**config.mk**
```make
export PLATFORM = sky130hd
export DESIGN_NAME = mrf_mgmt_regs
export DESIGN_NICKNAME = d
export VERILOG_FILES = /design/src/design/mrf_pkg.sv /design/src/design/mrf_latch_field.sv /design/src/design/mrf_mgmt_regs.sv
export SDC_FILE = /design/constraint.sdc
export NUM_CORES = 1
export LEC_CHECK = 0
export BUFFER_PORTS_ARGS = -buffer_cell sky130_fd_sc_hd__buf_2
export CAP_MARGIN = 20
export CORE_ASPECT_RATIO = 1.1
export CORE_MARGIN = 2
export CORE_UTILIZATION = 50
export DETAILED_ROUTE_END_ITERATION = 12
export GPL_TIMING_DRIVEN = 0
export PLACE_DENSITY = 0.69
export SLEW_MARGIN = 20
export SYNTH_ARGS = -nofsm -noshare
export SYNTH_HDL_FRONTEND = slang
export SYNTH_SLANG_ARGS = --single-unit
```
**constraint.sdc**
```tcl
create_clock -name i_sys_clk -period 2.7 [get_ports i_sys_clk]
set_clock_uncertainty 0.15 [all_clocks]
set_input_delay 0.135 -clock i_sys_clk [delete_from_list [all_inputs] [get_ports i_sys_clk]]
set_output_delay 0.135 -clock i_sys_clk [all_outputs]
set_load 0.01 [all_outputs]
```
**src/design/mrf_pkg.sv**
```systemverilog
// constants, types and carriers shared by the management register block
//
// Functional notes
// - decode two-bit reference clock strap into source
// - accept clause 22 and clause 45 frames
// - clause 22 reaches clause 45 via regs 13/14
// - read-clear fields return value, then clear
// - latch-high field holds one until read/reset
// - latch-low field holds zero until read/reset
// - retain fields survive soft reset, not hardware
// - reserved bits always read as zero
// - set-on-read field goes high after read
// - rw reset-clear fields writable, reset to zero
// - rw reset-set fields writable, nonzero reset default
// - self-clear bit starts function, clears when done
// - deferred fields take effect at soft reset
// - write-only fields accept writes, reads undefined
// - reg 22 low byte pages other registers
package mrf_pkg;

    // ------------------------------------------------------------------
    // frame codes
    // ------------------------------------------------------------------
    localparam logic [1:0] ST_C22 = 2'h1;
    localparam logic [1:0] ST_C45 = 2'h0;
    localparam logic [1:0] OP22_RD = 2'h2;
    localparam logic [1:0] OP22_WR = 2'h1;
    localparam logic [1:0] OP45_ADDR = 2'h0;
    localparam logic [1:0] OP45_WR = 2'h1;
    localparam logic [1:0] OP45_RD = 2'h3;
    localparam logic [1:0] OP45_RDINC = 2'h2;
    localparam logic [5:0] HDR_BITS = 6'h0e;
    localparam logic [5:0] TA_DRIVE_CNT = 6'h0f;
    localparam logic [5:0] DATA_FIRST_CNT = 6'h10;
    localparam logic [5:0] FRAME_BITS = 6'h20;

    // ------------------------------------------------------------------
    // register addresses and field positions
    // ------------------------------------------------------------------
    localparam logic [4:0] REG_CTRL = 5'h00;
    localparam logic [4:0] REG_STAT = 5'h01;
    localparam logic [4:0] REG_MMD_CTL = 5'h0d;
    localparam logic [4:0] REG_MMD_DAT = 5'h0e;
    localparam logic [4:0] REG_DFLT = 5'h10;
    localparam logic [4:0] REG_EVT = 5'h11;
    localparam logic [4:0] REG_SCR = 5'h12;
    localparam logic [4:0] REG_WO = 5'h13;
    localparam logic [4:0] REG_PAGE = 5'h16;
    localparam int CTRL_SWRST_BIT = 15;
    localparam int CTRL_LOOP_BIT = 14;
    localparam int CTRL_SPD_HI_BIT = 13;
    localparam int CTRL_SPD_LO_BIT = 6;
    localparam int STAT_FAULT_BIT = 4;
    localparam int STAT_LINK_BIT = 2;
    localparam int EVT_ROS_BIT = 15;
    localparam int EVT_W = 3;
    localparam int PAGE_IGN_HI_BIT = 15;
    localparam int PAGE_IGN_LO_BIT = 14;
    localparam int MMD_FN_MSB = 15;
    localparam int MMD_FN_LSB = 14;
    localparam logic [1:0] MMD_FN_ADDR = 2'h0;
    localparam logic [1:0] MMD_FN_INC_RW = 2'h2;
    localparam logic [1:0] MMD_FN_INC_WR = 2'h3;
    localparam logic [4:0] C22_DEVAD = 5'h03;
    localparam logic [2:0] C22_MAP_TAG = 3'h4;
    localparam logic [7:0] PAGE_ZERO = 8'h00;

    // ------------------------------------------------------------------
    // reset values
    // ------------------------------------------------------------------
    localparam logic [15:0] DFLT_RST = 16'h0001;
    localparam logic [1:0] SPD_RST = 2'h2;

    // ------------------------------------------------------------------
    // strap codes and timing
    // ------------------------------------------------------------------
    localparam logic [1:0] CLKSEL_XTAL_25 = 2'h3;
    localparam logic [1:0] CLKSEL_DIFF_25 = 2'h2;
    localparam logic [1:0] CLKSEL_CLK_125 = 2'h1;
    localparam logic [1:0] CLKSEL_DIFF_156 = 2'h0;
    localparam logic [1:0] STRAP_SETTLE = 2'h3;
    localparam int CLK_PERIOD_NS = 25;
    localparam int SWRST_TIME_NS = 1000;
    localparam int SWRST_CYC = (SWRST_TIME_NS + CLK_PERIOD_NS - 1) / CLK_PERIOD_NS;

    // ------------------------------------------------------------------
    // types
    // ------------------------------------------------------------------
    typedef enum logic [3:0] {
        REF_XTAL_25 = 4'h1,
        REF_DIFF_25 = 4'h2,
        REF_CLK_125 = 4'h4,
        REF_DIFF_156 = 4'h8
    } mrf_ref_src_e;

    typedef enum logic [2:0] {
        S_IDLE = 3'h1,
        S_HDR = 3'h2,
        S_DATA = 3'h4
    } mrf_state_e;

    typedef struct packed {
        logic link_ok;
        logic remote_fault;
        logic energy_det;
    } mrf_status_s;

    typedef struct packed {
        logic mdc;
        logic mdio;
        logic [1:0] clk_sel;
        logic [4:0] phy_addr;
        mrf_status_s status;
    } mrf_pins_s;

endpackage : mrf_pkg

```
**src/design/mrf_latch_field.sv**
```systemverilog
// latching status field: holds its tripped value until read or reset
`timescale 1ns/10ps
module mrf_latch_field #(
    parameter int W = 1,
    parameter bit LATCH_HIGH = 1'b1
) (
    input wire logic i_sys_clk,
    input wire logic i_ce,
    input wire logic i_rst,
    input wire logic [W-1:0] i_cond,
    input wire logic i_clr,
    output logic [W-1:0] o_val
);
    logic [W-1:0] trip_q;
    logic [W-1:0] active;

    assign active = LATCH_HIGH ? i_cond : ~i_cond;

    // a condition present in the clearing cycle wins over the clear
    always_ff @(posedge i_sys_clk) begin
        if (i_rst) begin
            trip_q <= '0;
        end else if (i_ce) begin
            trip_q <= active | (trip_q & {W{~i_clr}});
        end
    end

    assign o_val = LATCH_HIGH ? trip_q : ~trip_q;
endmodule : mrf_latch_field

```
**src/design/mrf_mgmt_regs.sv**
```systemverilog
// management frame engine and register fields of one transceiver port
`timescale 1ns/10ps
module mrf_mgmt_regs #(
    parameter int SWRST_CYCLES = mrf_pkg::SWRST_CYC
) (
    input wire logic i_sys_clk,
    input wire logic i_srst,
    input wire logic i_ce,
    input wire mrf_pkg::mrf_pins_s i_pins,
    output logic o_mdio_out,
    output logic o_mdio_oe_n,
    output mrf_pkg::mrf_ref_src_e o_ref_src,
    output logic o_strap_valid,
    output logic [1:0] o_speed_sel,
    output logic o_loopback,
    output logic o_soft_rst,
    output logic [15:0] o_wo_data,
    output logic o_wo_strobe
);
    // ------------------------------------------------------------------
    // pin synchronisers and edge detection
    // ------------------------------------------------------------------
    mrf_pkg::mrf_pins_s pins_s1_q;
    mrf_pkg::mrf_pins_s pins_s2_q;
    logic mdc_prev_q;
    mrf_pkg::mrf_status_s stat_prev_q;
    logic rise;
    logic fall;

    // no reset: the chain tracks the pins through reset, so no false edge follows it
    always_ff @(posedge i_sys_clk) begin
        if (i_ce) begin
            pins_s1_q <= i_pins;
            pins_s2_q <= pins_s1_q;
            mdc_prev_q <= pins_s2_q.mdc;
            stat_prev_q <= pins_s2_q.status;
        end
    end

    assign rise = pins_s2_q.mdc & ~mdc_prev_q;
    assign fall = ~pins_s2_q.mdc & mdc_prev_q;

    // ------------------------------------------------------------------
    // strap capture
    // ------------------------------------------------------------------
    logic [1:0] strap_wait_q;
    logic [4:0] phy_addr_q;

    always_ff @(posedge i_sys_clk) begin
        if (i_srst) begin
            strap_wait_q <= '0;
            o_strap_valid <= 1'b0;
            o_ref_src <= mrf_pkg::REF_XTAL_25;
            phy_addr_q <= '0;
        end else if (i_ce && !o_strap_valid) begin
            strap_wait_q <= strap_wait_q + 2'h1;
            if (strap_wait_q == mrf_pkg::STRAP_SETTLE) begin
                o_strap_valid <= 1'b1;
                phy_addr_q <= pins_s2_q.phy_addr;
                unique case (pins_s2_q.clk_sel)
                    mrf_pkg::CLKSEL_XTAL_25: o_ref_src <= mrf_pkg::REF_XTAL_25;
                    mrf_pkg::CLKSEL_DIFF_25: o_ref_src <= mrf_pkg::REF_DIFF_25;
                    mrf_pkg::CLKSEL_CLK_125: o_ref_src <= mrf_pkg::REF_CLK_125;
                    mrf_pkg::CLKSEL_DIFF_156: o_ref_src <= mrf_pkg::REF_DIFF_156;
                endcase
            end
        end
    end

    // ------------------------------------------------------------------
    // register state
    // ------------------------------------------------------------------
    logic swrst_act_q;
    logic [15:0] swrst_cnt_q;
    logic sw_done;
    logic any_rst;
    logic loop_q;
    logic [1:0] spd_pend_q;
    logic [15:0] dflt_q;
    logic [15:0] scr_q;
    logic ros_q;
    logic [7:0] page_q;
    logic ign_hi_q;
    logic ign_lo_q;
    logic [1:0] mmd_fn_q;
    logic [4:0] mmd_devad_q;
    logic [15:0] mmd_addr_q;
    logic link_lat;
    logic fault_lat;
    logic [mrf_pkg::EVT_W-1:0] evt_lat;

    // ------------------------------------------------------------------
    // frame engine
    // ------------------------------------------------------------------
    mrf_pkg::mrf_state_e state_q;
    logic [5:0] cnt_q;
    logic [13:0] hdr_q;
    logic [15:0] wdat_q;
    logic [15:0] tx_q;
    logic rd_q;
    logic wr_q;
    logic addr_op_q;
    logic inc_q;
    logic tgt_ok_q;
    logic [7:0] tgt_page_q;
    logic [4:0] tgt_reg_q;
    logic fin;
    logic [1:0] f_st;
    logic [1:0] f_op;
    logic [4:0] f_pa;
    logic [4:0] f_ra;
    logic rd_c;
    logic wr_c;
    logic hit_rd_c;
    logic hit_wr_c;
    logic mmd_c;
    logic tgt_ok_c;
    logic [7:0] c22_page_c;
    logic [7:0] tgt_page_c;
    logic [4:0] tgt_reg_c;
    logic [15:0] rd_word_c;

    assign {f_st, f_op, f_pa, f_ra} = hdr_q;
    assign fin = (state_q == mrf_pkg::S_DATA) && fall && (cnt_q == mrf_pkg::FRAME_BITS);

    always_comb begin
        rd_c = (f_st == mrf_pkg::ST_C22 && f_op == mrf_pkg::OP22_RD)
            || (f_st == mrf_pkg::ST_C45 && (f_op == mrf_pkg::OP45_RD
            || f_op == mrf_pkg::OP45_RDINC));
        wr_c = (f_st == mrf_pkg::ST_C22 && f_op == mrf_pkg::OP22_WR)
            || (f_st == mrf_pkg::ST_C45 && (f_op == mrf_pkg::OP45_WR
            || f_op == mrf_pkg::OP45_ADDR));
        hit_rd_c = f_pa == phy_addr_q;
        hit_wr_c = (ign_hi_q || f_pa[4:2] == phy_addr_q[4:2])
            && (ign_lo_q || f_pa[1:0] == phy_addr_q[1:0]);
        c22_page_c = (f_ra == mrf_pkg::REG_PAGE) ? mrf_pkg::PAGE_ZERO : page_q;
        if (f_st == mrf_pkg::ST_C45) begin
            mmd_c = 1'b1;
        end else begin
            mmd_c = c22_page_c == mrf_pkg::PAGE_ZERO && f_ra == mrf_pkg::REG_MMD_DAT
                && mmd_fn_q != mrf_pkg::MMD_FN_ADDR;
        end
        if (mmd_c) begin
            tgt_reg_c = mmd_addr_q[4:0];
            tgt_page_c = (tgt_reg_c == mrf_pkg::REG_PAGE) ? mrf_pkg::PAGE_ZERO : mmd_addr_q[12:5];
            tgt_ok_c = ((f_st == mrf_pkg::ST_C45) ? f_ra : mmd_devad_q) == mrf_pkg::C22_DEVAD
                && mmd_addr_q[15:13] == mrf_pkg::C22_MAP_TAG;
        end else begin
            tgt_reg_c = f_ra;
            tgt_page_c = c22_page_c;
            tgt_ok_c = 1'b1;
        end
        // unmapped registers and reserved bits read zero
        rd_word_c = '0;
        if (tgt_ok_c && tgt_page_c == mrf_pkg::PAGE_ZERO) begin
            case (tgt_reg_c)
                mrf_pkg::REG_CTRL: begin
                    rd_word_c[mrf_pkg::CTRL_SWRST_BIT] = swrst_act_q;
                    rd_word_c[mrf_pkg::CTRL_LOOP_BIT] = loop_q;
                    rd_word_c[mrf_pkg::CTRL_SPD_HI_BIT] = spd_pend_q[1];
                    rd_word_c[mrf_pkg::CTRL_SPD_LO_BIT] = spd_pend_q[0];
                end
                mrf_pkg::REG_STAT: begin
                    rd_word_c[mrf_pkg::STAT_FAULT_BIT] = fault_lat;
                    rd_word_c[mrf_pkg::STAT_LINK_BIT] = link_lat;
                end
                mrf_pkg::REG_MMD_CTL: begin
                    rd_word_c[mrf_pkg::MMD_FN_MSB:mrf_pkg::MMD_FN_LSB] = mmd_fn_q;
                    rd_word_c[4:0] = mmd_devad_q;
                end
                mrf_pkg::REG_MMD_DAT: rd_word_c = mmd_addr_q;
                mrf_pkg::REG_DFLT: rd_word_c = dflt_q;
                mrf_pkg::REG_EVT: begin
                    rd_word_c[mrf_pkg::EVT_ROS_BIT] = ros_q;
                    rd_word_c[mrf_pkg::EVT_W-1:0] = evt_lat;
                end
                mrf_pkg::REG_SCR: rd_word_c = scr_q;
                mrf_pkg::REG_PAGE: begin
                    rd_word_c[mrf_pkg::PAGE_IGN_HI_BIT] = ign_hi_q;
                    rd_word_c[mrf_pkg::PAGE_IGN_LO_BIT] = ign_lo_q;
                    rd_word_c[7:0] = page_q;
                end
                default: rd_word_c = '0;
            endcase
        end
    end

    // preamble is optional: a zero on an idle line opens a frame
    always_ff @(posedge i_sys_clk) begin
        if (i_srst) begin
            state_q <= mrf_pkg::S_IDLE;
            cnt_q <= '0;
            hdr_q <= '0;
            wdat_q <= '0;
            tx_q <= '0;
            {rd_q, wr_q, addr_op_q, inc_q, tgt_ok_q} <= '0;
            tgt_page_q <= '0;
            tgt_reg_q <= '0;
        end else if (i_ce) begin
            unique case (state_q)
                mrf_pkg::S_IDLE: begin
                    if (rise && !pins_s2_q.mdio) begin
                        state_q <= mrf_pkg::S_HDR;
                        cnt_q <= 6'h01;
                        hdr_q <= '0;
                    end
                end
                mrf_pkg::S_HDR: begin
                    if (cnt_q == mrf_pkg::HDR_BITS) begin
                        state_q <= mrf_pkg::S_DATA;
                        rd_q <= rd_c && hit_rd_c;
                        wr_q <= wr_c && hit_wr_c;
                        addr_op_q <= (f_st == mrf_pkg::ST_C45 && f_op == mrf_pkg::OP45_ADDR)
                            || (f_st == mrf_pkg::ST_C22 && f_ra == mrf_pkg::REG_MMD_DAT
                            && c22_page_c == mrf_pkg::PAGE_ZERO
                            && mmd_fn_q == mrf_pkg::MMD_FN_ADDR);
                        inc_q <= (f_st == mrf_pkg::ST_C45) ? f_op == mrf_pkg::OP45_RDINC
                            : mmd_c && (mmd_fn_q == mrf_pkg::MMD_FN_INC_RW
                            || (mmd_fn_q == mrf_pkg::MMD_FN_INC_WR && wr_c));
                        tgt_ok_q <= tgt_ok_c;
                        tgt_page_q <= tgt_page_c;
                        tgt_reg_q <= tgt_reg_c;
                        tx_q <= rd_word_c;
                    end else if (rise) begin
                        cnt_q <= cnt_q + 6'h01;
                        hdr_q <= {hdr_q[12:0], pins_s2_q.mdio};
                    end
                end
                mrf_pkg::S_DATA: begin
                    if (rise) begin
                        cnt_q <= cnt_q + 6'h01;
                        if (cnt_q >= mrf_pkg::DATA_FIRST_CNT) begin
                            wdat_q <= {wdat_q[14:0], pins_s2_q.mdio};
                        end
                    end
                    if (fall && rd_q && cnt_q >= mrf_pkg::DATA_FIRST_CNT) begin
                        tx_q <= {tx_q[14:0], 1'b0};
                    end
                    if (fin) begin
                        state_q <= mrf_pkg::S_IDLE;
                    end
                end
                default: state_q <= mrf_pkg::S_IDLE;
            endcase
        end
    end

    // turnaround zero, then data msb first, all changing on mdc fall
    always_ff @(posedge i_sys_clk) begin
        if (i_srst) begin
            o_mdio_out <= 1'b1;
            o_mdio_oe_n <= 1'b1;
        end else if (i_ce && fall && state_q == mrf_pkg::S_DATA && rd_q) begin
            if (cnt_q == mrf_pkg::TA_DRIVE_CNT) begin
                o_mdio_oe_n <= 1'b0;
                o_mdio_out <= 1'b0;
            end else if (cnt_q == mrf_pkg::FRAME_BITS) begin
                o_mdio_oe_n <= 1'b1;
                o_mdio_out <= 1'b1;
            end else if (cnt_q >= mrf_pkg::DATA_FIRST_CNT) begin
                o_mdio_out <= tx_q[15];
            end
        end
    end

    // ------------------------------------------------------------------
    // register writes, side effects and soft reset
    // ------------------------------------------------------------------
    logic wr_fin;
    logic wr_p0;
    logic rd_p0;

    assign wr_fin = fin && wr_q;
    assign wr_p0 = wr_fin && !addr_op_q && tgt_ok_q && tgt_page_q == mrf_pkg::PAGE_ZERO;
    assign rd_p0 = fin && rd_q && tgt_ok_q && tgt_page_q == mrf_pkg::PAGE_ZERO;
    assign sw_done = swrst_act_q && swrst_cnt_q == 16'(SWRST_CYCLES - 1);
    assign any_rst = i_srst || (i_ce && sw_done);

    always_ff @(posedge i_sys_clk) begin
        if (i_srst) begin
            swrst_act_q <= 1'b0;
            swrst_cnt_q <= '0;
            o_soft_rst <= 1'b0;
        end else if (i_ce) begin
            o_soft_rst <= sw_done;
            if (sw_done) begin
                swrst_act_q <= 1'b0;
            end else if (swrst_act_q) begin
                swrst_cnt_q <= swrst_cnt_q + 16'h0001;
            end else if (wr_p0 && tgt_reg_q == mrf_pkg::REG_CTRL
                && wdat_q[mrf_pkg::CTRL_SWRST_BIT]) begin
                swrst_act_q <= 1'b1;
                swrst_cnt_q <= '0;
            end
        end
    end

    // fields returned to their reset values by either reset
    always_ff @(posedge i_sys_clk) begin
        if (any_rst) begin
            loop_q <= 1'b0;
            scr_q <= '0;
            dflt_q <= mrf_pkg::DFLT_RST;
        end else if (i_ce && wr_p0) begin
            if (tgt_reg_q == mrf_pkg::REG_CTRL) begin
                loop_q <= wdat_q[mrf_pkg::CTRL_LOOP_BIT];
            end
            if (tgt_reg_q == mrf_pkg::REG_SCR) begin
                scr_q <= wdat_q;
            end
            if (tgt_reg_q == mrf_pkg::REG_DFLT) begin
                dflt_q <= wdat_q;
            end
        end
    end

    // page and indirect access state only clear on hardware reset
    always_ff @(posedge i_sys_clk) begin
        if (i_srst) begin
            page_q <= '0;
            ign_hi_q <= 1'b0;
            ign_lo_q <= 1'b0;
            mmd_fn_q <= '0;
            mmd_devad_q <= '0;
            mmd_addr_q <= '0;
        end else if (i_ce) begin
            if (wr_p0 && tgt_reg_q == mrf_pkg::REG_PAGE) begin
                page_q <= wdat_q[7:0];
                ign_hi_q <= wdat_q[mrf_pkg::PAGE_IGN_HI_BIT];
                ign_lo_q <= wdat_q[mrf_pkg::PAGE_IGN_LO_BIT];
            end
            if (wr_p0 && tgt_reg_q == mrf_pkg::REG_MMD_CTL) begin
                mmd_fn_q <= wdat_q[mrf_pkg::MMD_FN_MSB:mrf_pkg::MMD_FN_LSB];
                mmd_devad_q <= wdat_q[4:0];
            end
            if ((wr_fin && addr_op_q) || (wr_p0 && tgt_reg_q == mrf_pkg::REG_MMD_DAT)) begin
                mmd_addr_q <= wdat_q;
            end else if (fin && inc_q && (rd_q || wr_q)) begin
                mmd_addr_q <= mmd_addr_q + 16'h0001;
            end
        end
    end

    // speed bits wait for the next soft reset before steering anything
    always_ff @(posedge i_sys_clk) begin
        if (i_srst) begin
            spd_pend_q <= mrf_pkg::SPD_RST;
            o_speed_sel <= mrf_pkg::SPD_RST;
        end else if (i_ce) begin
            if (sw_done) begin
                o_speed_sel <= spd_pend_q;
            end
            if (wr_p0 && tgt_reg_q == mrf_pkg::REG_CTRL) begin
                spd_pend_q <= {wdat_q[mrf_pkg::CTRL_SPD_HI_BIT],
                    wdat_q[mrf_pkg::CTRL_SPD_LO_BIT]};
            end
        end
    end

    always_ff @(posedge i_sys_clk) begin
        if (any_rst) begin
            ros_q <= 1'b0;
        end else if (i_ce && rd_p0 && tgt_reg_q == mrf_pkg::REG_EVT) begin
            ros_q <= 1'b1;
        end
    end

    // write-only word is not kept readable
    always_ff @(posedge i_sys_clk) begin
        if (i_srst) begin
            o_wo_data <= '0;
            o_wo_strobe <= 1'b0;
        end else if (i_ce) begin
            o_wo_strobe <= wr_p0 && tgt_reg_q == mrf_pkg::REG_WO;
            if (wr_p0 && tgt_reg_q == mrf_pkg::REG_WO) begin
                o_wo_data <= wdat_q;
            end
        end
    end

    assign o_loopback = loop_q;

    // ------------------------------------------------------------------
    // latching and read-clear status fields
    // ------------------------------------------------------------------
    mrf_latch_field #(.W(1), .LATCH_HIGH(1'b0)) u_link (
        .i_sys_clk(i_sys_clk),
        .i_ce(i_ce),
        .i_rst(any_rst),
        .i_cond(pins_s2_q.status.link_ok),
        .i_clr(rd_p0 && tgt_reg_q == mrf_pkg::REG_STAT),
        .o_val(link_lat)
    );

    mrf_latch_field #(.W(1), .LATCH_HIGH(1'b1)) u_fault (
        .i_sys_clk(i_sys_clk),
        .i_ce(i_ce),
        .i_rst(any_rst),
        .i_cond(pins_s2_q.status.remote_fault),
        .i_clr(rd_p0 && tgt_reg_q == mrf_pkg::REG_STAT),
        .o_val(fault_lat)
    );

    mrf_latch_field #(.W(mrf_pkg::EVT_W), .LATCH_HIGH(1'b1)) u_evt (
        .i_sys_clk(i_sys_clk),
        .i_ce(i_ce),
        .i_rst(any_rst),
        .i_cond(pins_s2_q.status & ~stat_prev_q),
        .i_clr(rd_p0 && tgt_reg_q == mrf_pkg::REG_EVT),
        .o_val(evt_lat)
    );
endmodule : mrf_mgmt_regs

```
==> flow_summary.ini, run 1 <==
[cells_and_area]
diodes = 0
post_route_cells_drive_above_1_share = 0.174
nNetsFinal = 1305
syn2layout_area_growth_pct = 21.8
final_cell_count_no_fill = 1557
fillCellCount = 1793
final_cell_area_um2 = 12700

[placed_design]
place_ws_ns = -0.764
dpl-instance-area_um2 = 10900
replace_congestion = 0.956
placedCellCount = 1472
portBuffers = 41
post-dp-hpwl_mm = 23.3

[yosys]
ys_dominant_reg_cell = sky130_fd_sc_hd__dfxtp_1
muxShareOfSynthArea = 0.0766
synthAdderAreaFrac = 0.00842
synth.yosys.seq_area_share = 0.462
synthesized_area_fraction_occupied_by_ao_oa_aoi_and_oai_cells = 0.167
mappedNetlistNets = 1197
synth.ff_latch_count = 226
synth_top_family_by_area = simple AND/OR/NAND/NOR gates
async_reset_ff_frac = 0
synth_enable_flop_cells = 28
netlist_instances = 1175
syn-mean-instance-area_um2 = 8.86
yosys_warnings = 0
synth_area_um2 = 10400
synth-simple-area-share = 0.225
distinct_cells_synth = 76
synthXorXnorAreaFrac = 0.0194

[critical_path]
crit_arrival_ns = 3.14
criticalPathCategory = flip-flop to flip-flop
crit_path_max_fanout = 4
timing.critical_path.slowest_stage_cell = sky130_fd_sc_hd__a222oi_1
critPathLaunchType = flip-flop
cpPeakStageDelay_ns = 0.59
reg2reg_slack_ns = -0.21
worst_ep_required_time_ns = 2.92
crit_chain = or4_4 -> nor4_4 -> a21oi_2 -> buf_6 -> mux2i_4 -> a22o_1 -> a222oi_1 -> o32ai_1
cp-end-kind = flip-flop

[sta]
report.final.setup_viol = 9
finalCriticalPeriod_ns = 2.91
finalMaxSlewViolations = 0
final_hold_viol_count = 0
max_slew.worst_pin.slew_ns = 0.809
achievable-frequency_mhz = 343
setup_ws_ns = -0.214
max_slew_margin = 0.461
rsz0062_at_grt = true
portion_of_the_clock_cycle_consumed_by_the_worst_path_in_the_final_layout = 1.08

[route]
postRouteAntennaNets = 0
drt-total-wl_mm = 32.5
detailedRoute.firstIterationViolations = 893
route.vias.total = 9373
drtPass1Iterations = 6
route.detailed.drc = 0
drt-wirelength-per-cell_um = 20.9
vias_per_std_cell = 6.02

[status]
failed_checks = negative setup slack
status = finished, violations left

[hold_path]
tightest_hold_check_type = input pin to flip-flop

[pwr]
total_switching_power_mw = 1.58
power.leakage_nw = 4.49
swShare = 0.215
power.internal_mw = 5.76
combPwrFrac = 0.028
seq_pwr_share = 0.473
report.power.total_mw = 7.35
pwr-share-clk = 0.499
power.density_nw_per_um2 = 579
peakVddDrop_mv = 0.777

[die]
die-height_um = 155
std_cell_rows = 55
pin_count = 43
fp.coreArea_um2 = 20500
die_width_um = 142
die_area_um2 = 22000
effective_utilization_at_floorplan = 0.507

[global_route]
remaining_global_route_overflow = 0
grt_first_pass_wirelength_mm = 49.8
global_route.usage.total = 0.292
antenna_found_initial = 1
largest_net_degree_at_the_start_of_global_routing = 32
vias_in_the_first_global_route = 8749

[clocking]
clock_tree.root_cell = sky130_fd_sc_hd__clkbuf_16
max-clock-path-buffers = 3
worstSkewPairLatency_ns = 0.53
cts_tree = built
cts_max_level = 1
cts_num_sinks = 226
clkSlewWorstSetupHoldPaths_ns = 0.06
cts_buffers = 24

[job]
timing.max_cap.violations = 0
[worst max-delay path, delay by kind of cell (launching register included)]
family | cells | cell delay (ns)
AO/OA/AOI/OAI | 4 | 1.09
AND/OR/NAND/NOR | 2 | 0.79
flip-flops | 1 | 0.38
multiplexers | 1 | 0.19
buffers and inverters | 1 | 0.16
[through the flow]
| stage | TNS [ns] | hold WS (ns) | util |
|---|---|---|---|
| global placement | -46.45 | 0.161 | 0.533 |
| finish | -0.724 | 0.0340 | 0.618 |
| global route | -1.41 | 0.0466 | 0.618 |
| floorplan | 0 | 0.0839 | - |
| detailed placement | -50.65 | 0.163 | 0.533 |
| CTS | -0.185 | 0.0494 | 0.602 |
[final timing paths]
path	cells past startpoint	from	end
max	8	page_q[3]	tx_q[5]
min	1	i_ce	pins_s1_q[11]
max reg2reg	8	page_q[3]	tx_q[5]
min reg2reg	0	pins_s1_q[2]	pins_s2_q[2]
[what timing repair did]
action                                 4_1_cts  5_1_grt
endpoints found under the hold margin       12        0
pin swaps                                   25       31
buffers inserted                            16       15
cloned                                       0        1
gates resized for setup                     62       60
setup endpoints to repair                   98      124
hold buffers                                12        0
[layout make-up]
class | instances | area (um2) | share of cell area
flip-flops and latches | 226 | 4820 | 0.380
clock buffers | 31 | 709 | 0.0560
well taps | 256 | 320 | 0.0253
plain buffers | 80 | 425 | 0.0336
clock inverters | 13 | 190 | 0.0150
multi-input cells | 849 | 5520 | 0.435
inverters | 17 | 63.8 | 0.00503
repair buffers | 85 | 629 | 0.0496
[cells by family (layout without fill, tap and decap cells)]
kind of cell,Yosys count,after routing
and+or+nand+nor,479,479
AOI/OAI and AO/OA,261,261
DFF,226,226
buffers and inverters,100,226
muxes,79,79
xor gates and xnor gates,23,23
adders and majority gates,7,7
[sequential cells by signal, summed over array words and instances, names as in the netlist, 14 cells and up]
register     count
dflt_q          16
hdr_q           14
mmd_addr_q      16
o_wo_data       16
scr_q           16
swrst_cnt_q     16
tx_q            16
wdat_q          16
[layout by cell type (no fill, tap or decap), types with 17 or more instances in the layout]
master,Yosys,routed
sky130_fd_sc_hd__clkbuf_1,57,46
sky130_fd_sc_hd__buf_4,3,31
sky130_fd_sc_hd__inv_1,17,17
sky130_fd_sc_hd__edfxtp_1,28,28
sky130_fd_sc_hd__a21o_1,19,19
sky130_fd_sc_hd__o21ai_0,37,32
sky130_fd_sc_hd__nand3_1,52,51
sky130_fd_sc_hd__nor3_1,21,18
sky130_fd_sc_hd__a21oi_1,86,85
sky130_fd_sc_hd__dfxtp_1,198,187
sky130_fd_sc_hd__mux2i_1,76,71
sky130_fd_sc_hd__a22oi_1,21,20
sky130_fd_sc_hd__buf_2,15,52
sky130_fd_sc_hd__nand2_1,109,108
sky130_fd_sc_hd__nor2_1,168,164
sky130_fd_sc_hd__clkbuf_16,0,27
[Yosys cell counts (5+ instances only)]
| cell | instances | area, um2 |
|---|---|---|
| sky130_fd_sc_hd__inv_1 | 17 | 63.8 |
| sky130_fd_sc_hd__edfxtp_1 | 28 | 841 |
| sky130_fd_sc_hd__nor4b_1 | 5 | 43.8 |
| sky130_fd_sc_hd__o21ai_0 | 37 | 185 |
| sky130_fd_sc_hd__a311oi_1 | 13 | 114 |
| sky130_fd_sc_hd__or4_1 | 7 | 52.6 |
| sky130_fd_sc_hd__a22oi_1 | 21 | 158 |
| sky130_fd_sc_hd__nor2_1 | 168 | 631 |
| sky130_fd_sc_hd__a21oi_1 | 86 | 430 |
| sky130_fd_sc_hd__nor2b_1 | 13 | 81.3 |
| sky130_fd_sc_hd__a22o_1 | 7 | 61.3 |
| sky130_fd_sc_hd__and3_1 | 16 | 100 |
| sky130_fd_sc_hd__nand2b_1 | 12 | 75.1 |
| sky130_fd_sc_hd__nand4_1 | 11 | 68.8 |
| sky130_fd_sc_hd__dfxtp_1 | 198 | 3960 |
| sky130_fd_sc_hd__mux2i_1 | 76 | 761 |
| sky130_fd_sc_hd__and2_1 | 6 | 37.5 |
| sky130_fd_sc_hd__nor4_1 | 10 | 62.6 |
| sky130_fd_sc_hd__buf_2 | 15 | 75.1 |
| sky130_fd_sc_hd__a222oi_1 | 11 | 110 |
| sky130_fd_sc_hd__a211oi_1 | 9 | 67.6 |
| sky130_fd_sc_hd__a21o_1 | 19 | 143 |
| sky130_fd_sc_hd__ha_1 | 7 | 87.6 |
| sky130_fd_sc_hd__nor3_1 | 21 | 105 |
| sky130_fd_sc_hd__nand2_1 | 109 | 409 |
| sky130_fd_sc_hd__or2_2 | 7 | 43.8 |
| sky130_fd_sc_hd__xnor2_1 | 12 | 105 |
| sky130_fd_sc_hd__clkbuf_1 | 57 | 214 |
| sky130_fd_sc_hd__o22ai_1 | 7 | 43.8 |
| sky130_fd_sc_hd__and4_1 | 7 | 61.3 |
| sky130_fd_sc_hd__nand3_1 | 52 | 260 |
| sky130_fd_sc_hd__or3b_2 | 5 | 43.8 |
| sky130_fd_sc_hd__xor2_1 | 11 | 96.3 |
| sky130_fd_sc_hd__o31ai_1 | 6 | 45.0 |
| sky130_fd_sc_hd__or3_1 | 11 | 68.8 |
[metal layers]
| layer | routed length [um] | GRT usage |
|---|---|---|
| met1 | 14500 | 0.413 |
| met2 | 14400 | 0.446 |
| met3 | 2720 | 0.0640 |
| met4 | 884 | 0.0962 |
| met5 | 0 | 0 |
[power groups by stage]
stage               Sequential, mW  Clock (mW)  Combinational (mW)
floorplan                     3.54           0               0.109
global placement              3.55           0               0.180
detailed placement            3.55           0               0.182
CTS                           3.48        3.70               0.198
global route                  3.48        3.84               0.223
finish                        3.48        3.66               0.204
Note: power is estimated with default switching activity, not from simulation.
==> run 2: changes to the inputs <==
--- a/config.mk
+++ b/config.mk
@@ -8,7 +8,7 @@
 export BUFFER_PORTS_ARGS = -buffer_cell sky130_fd_sc_hd__buf_2
 export CAP_MARGIN = 20
 export CORE_ASPECT_RATIO = 1.1
-export CORE_MARGIN = 2
+export CORE_MARGIN = 4
 export CORE_UTILIZATION = 50
 export DETAILED_ROUTE_END_ITERATION = 12
 export GPL_TIMING_DRIVEN = 0
==> run 2 against run 1 <==
The flow still finishes with violations (negative setup slack). Core utilization down 0.43 points. Wire length up 1.2%. Combinational power barely moved. Sequential power is essentially flat. Critical path depth unchanged. First-iteration DRC count decreased by 13%. Flip-flop and latch count unchanged. Critical path type unchanged. Register-to-register slack gained 0.08 ns.
==> flow_summary.ini, run 2 (same netlist as run 1, synthesis figures left out) <==
[status]
status = finished, violations left
failed_checks = negative setup slack

[global_route]
grt_first_pass_wirelength_mm = 50.4
largest_net_degree_at_the_start_of_global_routing = 32
remaining_global_route_overflow = 0
global_route.usage.total = 0.270
antenna_found_initial = 0
vias_in_the_first_global_route = 8838

[sta]
report.final.setup_viol = 5
final_hold_viol_count = 0
max_slew.worst_pin.slew_ns = 0.850
finalCriticalPeriod_ns = 2.84
worst_hold_slack_ns = 0.0274
max_slew_margin = 0.434
achievable-frequency_mhz = 353
rsz0062_at_grt = true
setup_ws_ns = -0.136
portion_of_the_clock_cycle_consumed_by_the_worst_path_in_the_final_layout = 1.05
finalMaxSlewViolations = 0

[clocking]
clkSlewWorstSetupHoldPaths_ns = 0.06
max-clock-path-buffers = 3
cts_max_level = 1
worstSkewPairLatency_ns = 0.53
cts_buffers = 24
clock_tree.root_cell = sky130_fd_sc_hd__clkbuf_16
cts_num_sinks = 226
cts_tree = built

[cells_and_area]
syn2layout_area_growth_pct = 21.0
ff_latch_area_um2 = 4820
final_cell_count_no_fill = 1556
layout.cells.most_common = sky130_fd_sc_hd__dfxtp_1
fillCellCount = 1806
nNetsFinal = 1305
diodes = 0
multi_input_area_um2 = 5520
final_core_util = 0.614
post_route_cells_drive_above_1_share = 0.172
most-common-layout-cells = 186 x sky130_fd_sc_hd__dfxtp_1, 165 x sky130_fd_sc_hd__nor2_1, 108 x sky130_fd_sc_hd__nand2_1, 84 x sky130_fd_sc_hd__a21oi_1, 71 x sky130_fd_sc_hd__mux2i_1

[critical_path]
worst_ep_required_time_ns = 2.92
criticalPathCategory = flip-flop to flip-flop
crit_path_max_fanout = 5
crit_arrival_ns = 3.05
critPathLaunchType = flip-flop
cp-end-kind = flip-flop

[pwr]
power.density_nw_per_um2 = 553
power.leakage_nw = 4.44
peakVddDrop_mv = 0.636
power.internal_mw = 5.45
pwr-share-clk = 0.471
combPwrFrac = 0.029
seq_pwr_share = 0.499
report.power.total_mw = 6.97
total_switching_power_mw = 1.52
swShare = 0.218

[placed_design]
replace_congestion = 0.994
post-dp-hpwl_mm = 23.3
placedCellCount = 1472
portBuffers = 41

[job]
timing.max_cap.violations = 0

[die]
die-height_um = 159
effective_utilization_at_floorplan = 0.507
die_width_um = 146
std_cell_rows = 55
pin_count = 43
fp.coreArea_um2 = 20500
die_area_um2 = 23200

[route]
route.vias.total = 9458
drtPass1Iterations = 7
vias_per_std_cell = 6.08
drt-wirelength-per-cell_um = 21.1
route.detailed.drc = 0
detailedRoute.firstIterationViolations = 775
postRouteAntennaNets = 0
drt-total-wl_mm = 32.9

[hold_path]
tightest_hold_check_type = input pin to flip-flop
[run 2: metal layers]
metal	wire length, um	vias to the layer above	track usage
met5	0	-	0
met3	2510	60	0.0362
met2	15400	374	0.441
met1	14300	4572	0.379
met4	716	0	0.0721
li1	-	4452	-
[run 2: area by class of cell]
cell class | count | share of cell area
multi-input combinational | 849 | 0.439
sequential | 226 | 0.383
buffer | 79 | 0.0353
timing repair buffer | 86 | 0.0495
inverter | 17 | 0.00507
clock buffer | 33 | 0.0536
tap | 256 | 0.0254
clock inverter | 10 | 0.00924
[run 2: final timing paths]
check / start / endpoint / slack (ns) / cells after the start
worst max-delay path: page_q[2] / tx_q[5] / -0.14 / 8
worst min-delay path: i_ce / pins_s1_q[11] / 0.03 / 1
worst max register to register: page_q[2] / tx_q[5] / -0.14 / 8
worst min register to register: pins_s1_q[5] / pins_s2_q[5] / 0.26 / 0
[run 2: repair_timing]
item	4_1_cts	5_1_grt
hold endpoints to repair	12	0
buffers inserted	18	11
cloned	0	4
pin swaps	22	26
resized for setup	63	66
setup endpoints to repair	98	116
hold buffers	12	0
[run 2: metrics by stage]
stage / worst slack, ns / cell area (um2) / setup TNS (ns)
after floorplan: 0.157 / 10400 / 0
after global placement: -0.656 / 10900 / -44.33
after detailed placement: -0.660 / 10900 / -45.95
after CTS: -0.0682 / 12200 / -0.129
after global routing: -0.195 / 12600 / -0.863
final: -0.136 / 12600 / -0.409
[run 2: worst max-delay path, cell delays in order, from the launching register on]
cell and delay (ns):
sky130_fd_sc_hd__dfxtp_4 0.37, sky130_fd_sc_hd__or4_4 0.56, sky130_fd_sc_hd__nor4_4 0.22, sky130_fd_sc_hd__a21oi_2 0.11
sky130_fd_sc_hd__buf_6 0.16, sky130_fd_sc_hd__mux2i_2 0.18, sky130_fd_sc_hd__a22o_1 0.22, sky130_fd_sc_hd__a222oi_1 0.56
sky130_fd_sc_hd__o32ai_1 0.14
[run 2: power groups by stage]
stage | clock network (mW) | registers, mW | logic, mW
global placement | 0 | 3.55 | 0.182
detailed placement | 0 | 3.55 | 0.185
floorplan | 0 | 3.54 | 0.109
finish | 3.28 | 3.48 | 0.204
global route | 3.48 | 3.48 | 0.225
CTS | 3.33 | 3.48 | 0.202
